===== config.mk =====
export PLATFORM = sky130hd
export DESIGN_NAME = adc_cycle_serial_readout
export DESIGN_NICKNAME = d
export VERILOG_FILES = /design/src/hw/adc_cycle_pkg.sv /design/src/hw/result_if.sv /design/src/hw/conv_engine.sv /design/src/hw/two_entry_buffer.sv /design/src/hw/adc_cycle_serial_readout.sv
export VERILOG_INCLUDE_DIRS = /design/src /design/src/hw
export SDC_FILE = /design/constraint.sdc
export NUM_CORES = 2
export LEC_CHECK = 0
export BUFFER_PORTS_ARGS = -buffer_cell sky130_fd_sc_hd__clkbuf_2
export CORE_MARGIN = 2
export CORE_UTILIZATION = 45
export CTS_BUF_LIST = sky130_fd_sc_hd__clkbuf_4 sky130_fd_sc_hd__clkbuf_8
export CTS_CLUSTER_SIZE = 25
export DETAILED_ROUTE_END_ITERATION = 16
export PLACE_DENSITY_LB_ADDON = 0.15
export SYNTH_ARGS = -nofsm -noshare
export SYNTH_HDL_FRONTEND = slang
export SYNTH_SLANG_ARGS = --single-unit

===== constraint.sdc =====
create_clock -name clk_in -period 4 [get_ports clk_in]
set_clock_uncertainty 0.2 [all_clocks]
set_input_delay 0.8 -clock clk_in [delete_from_list [all_inputs] [get_ports clk_in]]
set_output_delay 0.8 -clock clk_in [all_outputs]
set_load 0.01 [all_outputs]

===== src/hw/adc_cycle_defs.svh =====
// Shared constants of the converter cycle and serial word readout
`ifndef ADC_CYCLE_DEFS_SVH
`define ADC_CYCLE_DEFS_SVH

// ****************************************
// Word layout
// ****************************************
`define WORD_W 32
`define RESULT_W 30
`define EOC_POS 31
`define CHAN_POS 30
`define SIGN_POS 29
`define BIT_CNT_W 6
`define LAST_FALL 6'h1f

// ****************************************
// Result clamp and calibration
// ****************************************
`define FS_POS 30'sh10000000
`define FS_NEG 30'sh2fffffff
`define GAIN_W 16
`define GAIN_SHIFT 14

// ****************************************
// Timing
// ****************************************
`define CLK_PERIOD_NS 40
`define POR_TIME_NS 1000000
`define POR_CYCLES (`POR_TIME_NS / `CLK_PERIOD_NS)
`define CONV_CYCLES 2048
`define SCK_HALF_CYCLES 4
`define PIN_IDLE 3'h7

`endif


===== src/hw/adc_cycle_pkg.sv =====
// Types shared by the converter cycle modules
package adc_cycle_pkg;

  // Operating cycle states
  typedef enum logic [1:0] {
    ST_POR = 2'h0,
    ST_CONVERT = 2'h1,
    ST_SLEEP = 2'h2,
    ST_OUTPUT = 2'h3
  } cycle_state_type;

endpackage


===== src/hw/result_if.sv =====
// Valid/ready carrier for conversion results between internal modules
`timescale 1ns/1ps

interface result_if #(parameter int W = 30);
  logic valid;
  logic ready;
  logic [W-1:0] data;

  modport source (output valid, output data, input ready);
  modport sink (input valid, input data, output ready);
endinterface


===== src/hw/conv_engine.sv =====
// Conversion timer with offset and full-scale correction of the raw result
`timescale 1ns/1ps
`include "adc_cycle_defs.svh"

module conv_engine #(
  parameter int CONV_CYCLES = `CONV_CYCLES
) (
  // Clock and reset
  input wire logic clk_in,
  input wire logic rst_n_in,
  input wire logic clear_in,
  // Control
  input wire logic start_in,
  // Modulator result and calibration terms
  input wire logic signed [`RESULT_W-1:0] raw_in,
  input wire logic signed [`RESULT_W-1:0] offset_in,
  input wire logic [`GAIN_W-1:0] gain_in,
  // Result stream
  result_if.source out_if
);

  localparam int CW = $clog2(CONV_CYCLES + 1);

  logic busy_q;
  logic valid_q;
  logic [CW-1:0] count_q;
  logic [`RESULT_W-1:0] data_q;

  // Offset removal, gain trim and clamp to the range codes
  function automatic logic [`RESULT_W-1:0] calibrate(input logic signed [`RESULT_W-1:0] raw,
                                                     input logic signed [`RESULT_W-1:0] offset,
                                                     input logic [`GAIN_W-1:0] gain);
    logic signed [`RESULT_W:0] diff;
    logic signed [`RESULT_W+`GAIN_W+1:0] prod;
    logic [`RESULT_W-1:0] clamped;
    diff = raw - offset;
    prod = (diff * $signed({1'h0, gain})) >>> `GAIN_SHIFT;
    if (prod > `FS_POS) begin
      clamped = `FS_POS;
    end else if (prod < `FS_NEG) begin
      clamped = `FS_NEG;
    end else begin
      clamped = prod[`RESULT_W-1:0];
    end
    // sign bit high for positive, so overrange reads 11 and underrange 00
    calibrate = {~clamped[`RESULT_W-1], clamped[`RESULT_W-2:0]};
  endfunction

  assign out_if.valid = valid_q;
  assign out_if.data = data_q;

  // Conversion timing, result held until taken
  always_ff @(posedge clk_in or negedge rst_n_in) begin
    if (!rst_n_in) begin
      busy_q <= 1'h0;
      valid_q <= 1'h0;
      count_q <= '0;
      data_q <= '0;
    end else if (clear_in) begin
      busy_q <= 1'h0;
      valid_q <= 1'h0;
      count_q <= '0;
    end else begin
      if (out_if.ready) begin
        valid_q <= 1'h0;
      end
      if (start_in && !busy_q) begin
        busy_q <= 1'h1;
        count_q <= CW'(CONV_CYCLES - 1);
      end else if (busy_q && count_q == '0 && !valid_q) begin
        busy_q <= 1'h0;
        valid_q <= 1'h1;
        data_q <= calibrate(raw_in, offset_in, gain_in);
      end else if (busy_q && count_q != '0) begin
        count_q <= count_q - 1'h1;
      end
    end
  end

endmodule


===== src/hw/two_entry_buffer.sv =====
// Small FIFO in the result path so a stalled reader loses no word
`timescale 1ns/1ps

module two_entry_buffer #(
  parameter int W = 30,
  parameter int DEPTH = 2
) (
  // Clock and reset
  input wire logic clk_in,
  input wire logic rst_n_in,
  input wire logic clear_in,
  // Streams
  result_if.sink in_if,
  result_if.source out_if
);

  localparam int AW = (DEPTH > 1) ? $clog2(DEPTH) : 1;

  logic [W-1:0] mem_q [DEPTH];
  logic [AW-1:0] wr_q;
  logic [AW-1:0] rd_q;
  logic [AW:0] count_q;

  // Pointer advance with wrap
  function automatic logic [AW-1:0] next_ptr(input logic [AW-1:0] p);
    next_ptr = (p == AW'(DEPTH - 1)) ? '0 : p + 1'h1;
  endfunction

  wire logic push = in_if.valid && in_if.ready;
  wire logic pop = out_if.valid && out_if.ready;

  // Honest full and empty
  assign in_if.ready = (count_q != (AW + 1)'(DEPTH));
  assign out_if.valid = (count_q != '0);
  assign out_if.data = mem_q[rd_q];

  // Storage
  always_ff @(posedge clk_in) begin
    if (push) begin
      mem_q[wr_q] <= in_if.data;
    end
  end

  // Pointers and fill level
  always_ff @(posedge clk_in or negedge rst_n_in) begin
    if (!rst_n_in) begin
      wr_q <= '0;
      rd_q <= '0;
      count_q <= '0;
    end else if (clear_in) begin
      wr_q <= '0;
      rd_q <= '0;
      count_q <= '0;
    end else begin
      if (push) begin
        wr_q <= next_ptr(wr_q);
      end
      if (pop) begin
        rd_q <= next_ptr(rd_q);
      end
      if (push && !pop) begin
        count_q <= count_q + 1'h1;
      end else if (pop && !push) begin
        count_q <= count_q - 1'h1;
      end
    end
  end

endmodule


===== src/hw/adc_cycle_serial_readout.sv =====
// Converter cycle sequencer with serial word readout
`timescale 1ns/1ps
`include "adc_cycle_defs.svh"

module adc_cycle_serial_readout #(
  parameter int POR_CYCLES = `POR_CYCLES,
  parameter int CONV_CYCLES = `CONV_CYCLES,
  parameter int SCK_HALF = `SCK_HALF_CYCLES,
  parameter int BUF_DEPTH = 2
) (
  // Clock and reset
  input wire logic clk_in,
  input wire logic arst_n_in,
  // Supply monitor
  input wire logic supply_low_in,
  // Modulator result and calibration terms
  input wire logic signed [`RESULT_W-1:0] raw_in,
  input wire logic signed [`RESULT_W-1:0] offset_in,
  input wire logic [`GAIN_W-1:0] gain_in,
  // Serial port
  input wire logic cs_n_in,
  input wire logic sck_in,
  output logic sck_out,
  output logic sck_oe_n_out,
  output logic sdo_out,
  output logic sdo_oe_n_out,
  // Status
  output logic channel_out,
  output logic sleep_out
);

  localparam int PW = $clog2(POR_CYCLES + 1);
  localparam int DW = $clog2(SCK_HALF + 1);

  // ****************************************
  // Registers
  // ****************************************
  logic rst_meta_q;
  logic rst_n_q;
  logic [2:0] pin_meta_q;
  logic [2:0] pin_sync_q;
  logic cs_prev_q;
  logic sck_prev_q;
  adc_cycle_pkg::cycle_state_type state_q;
  adc_cycle_pkg::cycle_state_type state_d;
  logic [`WORD_W-1:0] shreg_q;
  logic [`WORD_W-1:0] shreg_d;
  logic channel_q;
  logic channel_d;
  logic rise_seen_q;
  logic rise_seen_d;
  logic [`BIT_CNT_W-1:0] fall_cnt_q;
  logic [`BIT_CNT_W-1:0] fall_cnt_d;
  logic [PW-1:0] por_cnt_q;
  logic [PW-1:0] por_cnt_d;
  logic internal_mode_q;
  logic internal_mode_d;
  logic [DW-1:0] div_q;
  logic sck_q;
  logic sck_oe_n_q;
  logic sdo_q;
  logic sdo_oe_n_q;
  logic sleep_q;
  logic start_q;
  logic clear_q;

  // ****************************************
  // Reset release and pin synchronisers
  // ****************************************

  // Two-stage release of the asynchronous reset
  always_ff @(posedge clk_in or negedge arst_n_in) begin
    if (!arst_n_in) begin
      rst_meta_q <= 1'h0;
      rst_n_q <= 1'h0;
    end else begin
      rst_meta_q <= 1'h1;
      rst_n_q <= rst_meta_q;
    end
  end

  // Supply flag, chip select and serial clock pins
  always_ff @(posedge clk_in or negedge rst_n_q) begin
    if (!rst_n_q) begin
      pin_meta_q <= `PIN_IDLE;
      pin_sync_q <= `PIN_IDLE;
      cs_prev_q <= 1'h1;
      sck_prev_q <= 1'h1;
    end else begin
      pin_meta_q <= {supply_low_in, cs_n_in, sck_in};
      pin_sync_q <= pin_meta_q;
      cs_prev_q <= pin_sync_q[1];
      sck_prev_q <= pin_sync_q[0];
    end
  end

  // Decoded pin levels and edges
  wire logic supply_low = pin_sync_q[2];
  wire logic cs_n = pin_sync_q[1];
  wire logic sck_level = pin_sync_q[0];
  wire logic cs_fall = cs_prev_q & ~cs_n;
  wire logic ext_rise = ~sck_prev_q & sck_level;
  wire logic ext_fall = sck_prev_q & ~sck_level;
  wire logic int_run = internal_mode_q && (state_q == adc_cycle_pkg::ST_OUTPUT) && !cs_n;
  wire logic int_tick = (div_q == DW'(SCK_HALF - 1));
  wire logic sck_rise = internal_mode_q ? (int_run & int_tick & ~sck_q) : ext_rise;
  wire logic sck_fall = internal_mode_q ? (int_run & int_tick & sck_q) : ext_fall;
  wire logic last_fall = (fall_cnt_q == `LAST_FALL);

  // ****************************************
  // Result path
  // ****************************************
  result_if #(.W(`RESULT_W)) push_if ();
  result_if #(.W(`RESULT_W)) pop_if ();

  // Words are taken only while the cycle sits in conversion
  assign pop_if.ready = (state_q == adc_cycle_pkg::ST_CONVERT) && !supply_low;

  conv_engine #(.CONV_CYCLES(CONV_CYCLES)) engine (
    .clk_in(clk_in),
    .rst_n_in(rst_n_q),
    .clear_in(clear_q),
    .start_in(start_q),
    .raw_in(raw_in),
    .offset_in(offset_in),
    .gain_in(gain_in),
    .out_if(push_if)
  );

  two_entry_buffer #(.W(`RESULT_W), .DEPTH(BUF_DEPTH)) result_buffer (
    .clk_in(clk_in),
    .rst_n_in(rst_n_q),
    .clear_in(clear_q),
    .in_if(push_if),
    .out_if(pop_if)
  );

  // ****************************************
  // Cycle sequencer
  // ****************************************

  // Next state, shift register, channel and mode latch
  always_comb begin
    state_d = state_q;
    shreg_d = shreg_q;
    channel_d = channel_q;
    rise_seen_d = rise_seen_q;
    fall_cnt_d = fall_cnt_q;
    por_cnt_d = por_cnt_q;
    internal_mode_d = cs_fall ? sck_level : internal_mode_q;
    if (supply_low) begin
      state_d = adc_cycle_pkg::ST_POR;
      por_cnt_d = PW'(POR_CYCLES);
      shreg_d = '0;
      channel_d = 1'h0;
      rise_seen_d = 1'h0;
      fall_cnt_d = '0;
      internal_mode_d = internal_mode_q;
    end else begin
      unique case (state_q)
        adc_cycle_pkg::ST_POR: begin
          shreg_d = '0;
          channel_d = 1'h0;
          if (por_cnt_q == '0) begin
            state_d = adc_cycle_pkg::ST_CONVERT;
            internal_mode_d = sck_level;
          end else begin
            por_cnt_d = por_cnt_q - 1'h1;
          end
        end
        adc_cycle_pkg::ST_CONVERT: begin
          if (pop_if.valid) begin
            shreg_d = {1'h0, channel_q, pop_if.data};
            channel_d = ~channel_q;
            state_d = adc_cycle_pkg::ST_SLEEP;
          end
        end
        adc_cycle_pkg::ST_SLEEP: begin
          if (!cs_n) begin
            state_d = adc_cycle_pkg::ST_OUTPUT;
            rise_seen_d = 1'h0;
            fall_cnt_d = '0;
          end
        end
        adc_cycle_pkg::ST_OUTPUT: begin
          if (cs_n) begin
            state_d = rise_seen_q ? adc_cycle_pkg::ST_CONVERT : adc_cycle_pkg::ST_SLEEP;
          end else begin
            if (sck_rise) begin
              rise_seen_d = 1'h1;
            end
            if (sck_fall && rise_seen_q) begin
              fall_cnt_d = fall_cnt_q + 1'h1;
              if (last_fall) begin
                state_d = adc_cycle_pkg::ST_CONVERT;
              end else begin
                shreg_d = {shreg_q[`WORD_W-2:0], 1'h0};
              end
            end
          end
        end
      endcase
    end
  end

  // Sequencer registers
  always_ff @(posedge clk_in or negedge rst_n_q) begin
    if (!rst_n_q) begin
      state_q <= adc_cycle_pkg::ST_POR;
      shreg_q <= '0;
      channel_q <= 1'h0;
      rise_seen_q <= 1'h0;
      fall_cnt_q <= '0;
      por_cnt_q <= PW'(POR_CYCLES);
      internal_mode_q <= 1'h1;
    end else begin
      state_q <= state_d;
      shreg_q <= shreg_d;
      channel_q <= channel_d;
      rise_seen_q <= rise_seen_d;
      fall_cnt_q <= fall_cnt_d;
      por_cnt_q <= por_cnt_d;
      internal_mode_q <= internal_mode_d;
    end
  end

  // ****************************************
  // Pins and status
  // ****************************************

  always_ff @(posedge clk_in or negedge rst_n_q) begin
    if (!rst_n_q) begin
      div_q <= '0;
      sck_q <= 1'h0;
      sck_oe_n_q <= 1'h1;
    end else if (int_run) begin
      div_q <= int_tick ? '0 : div_q + 1'h1;
      sck_q <= int_tick ? ~sck_q : sck_q;
      sck_oe_n_q <= 1'h0;
    end else begin
      div_q <= '0;
      sck_q <= 1'h0;
      sck_oe_n_q <= 1'h1;
    end
  end

  // status bit while converting, data bit otherwise
  always_ff @(posedge clk_in or negedge rst_n_q) begin
    if (!rst_n_q) begin
      sdo_q <= 1'h0;
      sdo_oe_n_q <= 1'h1;
      sleep_q <= 1'h0;
      start_q <= 1'h0;
      clear_q <= 1'h1;
    end else begin
      sdo_q <= (state_d == adc_cycle_pkg::ST_CONVERT) ? 1'h1 : shreg_d[`EOC_POS];
      sdo_oe_n_q <= cs_n || (state_d == adc_cycle_pkg::ST_POR);
      sleep_q <= (state_d == adc_cycle_pkg::ST_SLEEP);
      start_q <= (state_d == adc_cycle_pkg::ST_CONVERT) && (state_q != adc_cycle_pkg::ST_CONVERT);
      clear_q <= (state_d == adc_cycle_pkg::ST_POR);
    end
  end

  assign sck_out = sck_q;
  assign sck_oe_n_out = sck_oe_n_q;
  assign sdo_out = sdo_q;
  assign sdo_oe_n_out = sdo_oe_n_q;
  assign channel_out = channel_q;
  assign sleep_out = sleep_q;
endmodule


==> metrics.csv <==
metric,value,unit
Fin. Hold Viols,0,
smallest hold slack,0.159,ns
DRT Pass-1 Iters,5,
critical path class,in -> reg,
count of final setup violators,30,
Arrival @ worst endpoint,9.46,ns
CTS Buf Count,17,
Crit Path Max Fanout,7,
largest net degree at the start of global routing,75,
PortBufs,86,
endpoint class of the critical path,flip-flop,
Multi-input gate area,21000,um^2
crit path max-delay cell type,fa_1,
Post-synth ARST share,0.677,
clock sinks,186,
CTS tree,built,
WP data required,4.15,ns
run status,"finished, violations left",
total wire length,68600,um
Vias/cell,5.03,
Final Slew Violations,0,
CP max stage delay,0.55,ns
clock slew at reported path FFs,0.10,ns
most used cell along the critical path,fa_1,
post-layout util,0.558,
final layout net count,4232,
max_cap viols,0,
vias in the first global route,23670,
Synth Instances,3072,
Max clock buf depth,2,
register area share after synthesis,0.177,
via count,22041,
CTS root buf,clkbuf_8,
final setup TNS,-157.37,ns
area of the core,61700,um^2
Tcrit/Tclk final,2.33,
Worst-Skew Late Latency,0.46,ns
gp weighted congestion,0.902,
share of layout cells above drive strength 1,0.242,
Post-synth top flop,dfrtp_1,
total congestion overflow,0,
Post-synth EDFFs,60,
post-synth net total,3774,
Worst-Margin Slew,1.00,ns
antenna violations before repair,1,
first-pass GRT wire length,116000,um
Final min period,9.31,ns
CP startpoint kind,input port,
final setup margin,-5.31,ns
Initial Util,0.455,
IO Pins,87,
RSZ-0062 raised after global routing,yes,
fmax,107,MHz
Iteration-0 DRC Markers,1120,
synthesis-to-finish area growth,22.6,%
register area,4980,um^2
number of distinct library cells after synthesis,103,
height of the die,254,um
post-synthesis cell area,28100,um^2
slew margin rel.,0.328,
Final ANT Viol Nets,0,
Hold Crit Class,reg -> async,
htree depth,4,
register bit count reported by yosys,186,
DP Wirelength,57800,um
drc violations,0,
drt wl/cell,15.7,um
Die Wd,254,um
Avg Synthesized Cell Area,9.15,um^2
Site Rows,91,
yosys warns,0,
Die Area,64500,um^2
Fillers,5597,
gr usage total,0.221,
failing checks,setup timing,
==> critical path: cells and delay by family <==
kind,cells,cell delay (ns)
AND/OR/NAND/NOR,7,1.05
XOR/XNOR,2,0.36
adder cells (fa/ha/maj),9,3.80
AO/OA/AOI/OAI,12,1.91
buffers and inverters,14,1.54
==> layer usage <==
| metal | global-route usage | share of wire | wire (um) |
|---|---|---|---|
| met1 | 0.301 | 0.47 | 32000 |
| met2 | 0.381 | 0.48 | 32900 |
| met3 | 0.0211 | 0.033 | 2280 |
| met4 | 0.0553 | 0.020 | 1390 |
| met5 | 0 | 0 | 0 |
==> logic make-up (layout without fill, tap and decap cells) <==
group           count (synthesis)  after routing  share of synthesized area
flops                         186            186                      0.177
mux                            33             33                     0.0131
simple gates                 1020           1020                      0.186
fa+ha+maj                     621            621                      0.403
xor+xnor                       75             75                     0.0236
buf+inv                       755           1226                      0.103
other cells                     1              2                   0.000133
compound gates                381            381                     0.0931
==> cell type report <==
class                   instances  area share
diodes                          1   0.0000727
clock buffers                  19     0.00723
clock inverters                13     0.00698
inverters                     604      0.0661
multi-input cells            2131       0.610
flip-flops and latches        186       0.145
well taps                     837      0.0304
repair buffers                590       0.134
==> flip-flops by register name, indices dropped and copies added (netlist names), 3 cells and up <==
register / count
engine.out_if.data: 30
pin_meta_q: 3
shreg_q: 32
por_cnt_q: 15
fall_cnt_q: 6
div_q: 3
engine.count_q: 12
result_buffer.mem_q: 60
pin_sync_q: 3
==> synthesized netlist by cell type, types with 9 or more instances <==
library cell  instances  area, um^2
a21o_1               26         195
a21oi_1              85         425
a22oi_1              35         263
a311o_1               9        90.1
and2_1              223        1400
and3_1               17         106
and4b_1              24         240
clkbuf_1            134         503
dfrtp_1             108        2700
dfstp_2              18         473
edfxtp_1             60        1800
fa_1                474        9490
ha_1                147        1840
inv_1               604        2270
mux2_2               31         349
nand2_1             370        1390
nand2b_1             30         188
nand3_1              68         340
nand3b_1             11        82.6
nand4_1              17         106
nor2_1              101         379
nor2b_1              50         313
nor3_1               51         255
nor4_1               12        75.1
o211ai_1              9        67.6
o21a_1               11        82.6
o21ai_0              93         465
o21ai_2              21         184
or3_1                 9        56.3
xnor2_1              48         420
xor2_1               26         228
==> cell usage in the layout, fill, tap and decap left out, types with 9 or more instances in the layout <==
cell,n
nor2_1,97
buf_4,467
and4b_1,24
buf_12,27
dfrtp_1,107
clkbuf_8,17
a311o_1,9
edfxtp_1,60
nand2b_1,30
inv_1,595
o21a_1,10
ha_1,124
a22oi_1,34
o21ai_0,75
a21oi_1,65
nor3_1,48
dfstp_2,18
and2_1,218
a21o_1,26
xor2_1,24
ha_4,21
nand3b_1,11
o21ai_2,36
clkbuf_2,85
mux2_2,31
nand3_1,67
nand2_1,366
nor2b_1,50
and3_1,16
xnor2_1,43
o211ai_1,9
nand4_1,17
a21oi_2,21
fa_1,467
==> timing repair <==
| item | CTS | global route |
|---|---|---|
| endpoints found under the setup margin | 30 | 30 |
| gates cloned | 2 | 1 |
| hold buffers | 1 | 0 |
| hold endpoints to repair | 2 | 0 |
| buffers inserted | 27 | 15 |
| pin swaps | 45 | 50 |
| resized for setup | 73 | 44 |
==> worst paths after layout <==
path                                               start                            endpoint  slack (ns)  cells after the start
setup / recovery                               raw_in[0]  engine.out_if.data[16]$_DFFE_PN0P_       -5.31                     44
hold / removal                         rst_n_q$_DFF_PN0_            por_cnt_q[4]$_DFFE_PN0P_        0.16                      0
setup reg to reg           engine.count_q[4]$_DFFE_PN0P_  engine.out_if.data[16]$_DFFE_PN0P_        0.08                     15
hold reg to reg                        rst_n_q$_DFF_PN0_            por_cnt_q[4]$_DFFE_PN0P_        0.16                      0
max in group asynchronous              rst_n_q$_DFF_PN0_            por_cnt_q[8]$_DFFE_PN1P_        2.58                      1
min in group clk_in              pin_meta_q[2]$_DFF_PN1_             pin_sync_q[2]$_DFF_PN1_        0.16                      0
==> per-stage QoR <==
| step | setup slack [ns] | cells | cell area [um^2] |
|---|---|---|---|
| after global routing | -5.64 | 4381 | 34400 |
| after floorplan | -5.32 | 3072 | 28500 |
| after detailed placement | -6.07 | 4304 | 33100 |
| after global placement | -5.96 | 4304 | 33100 |
| final | -5.31 | 4381 | 34400 |
| after CTS | -5.21 | 4365 | 34100 |
Power is not shown: default switching activity piles up to over one toggle a cycle in this logic, so the estimate is an artifact.
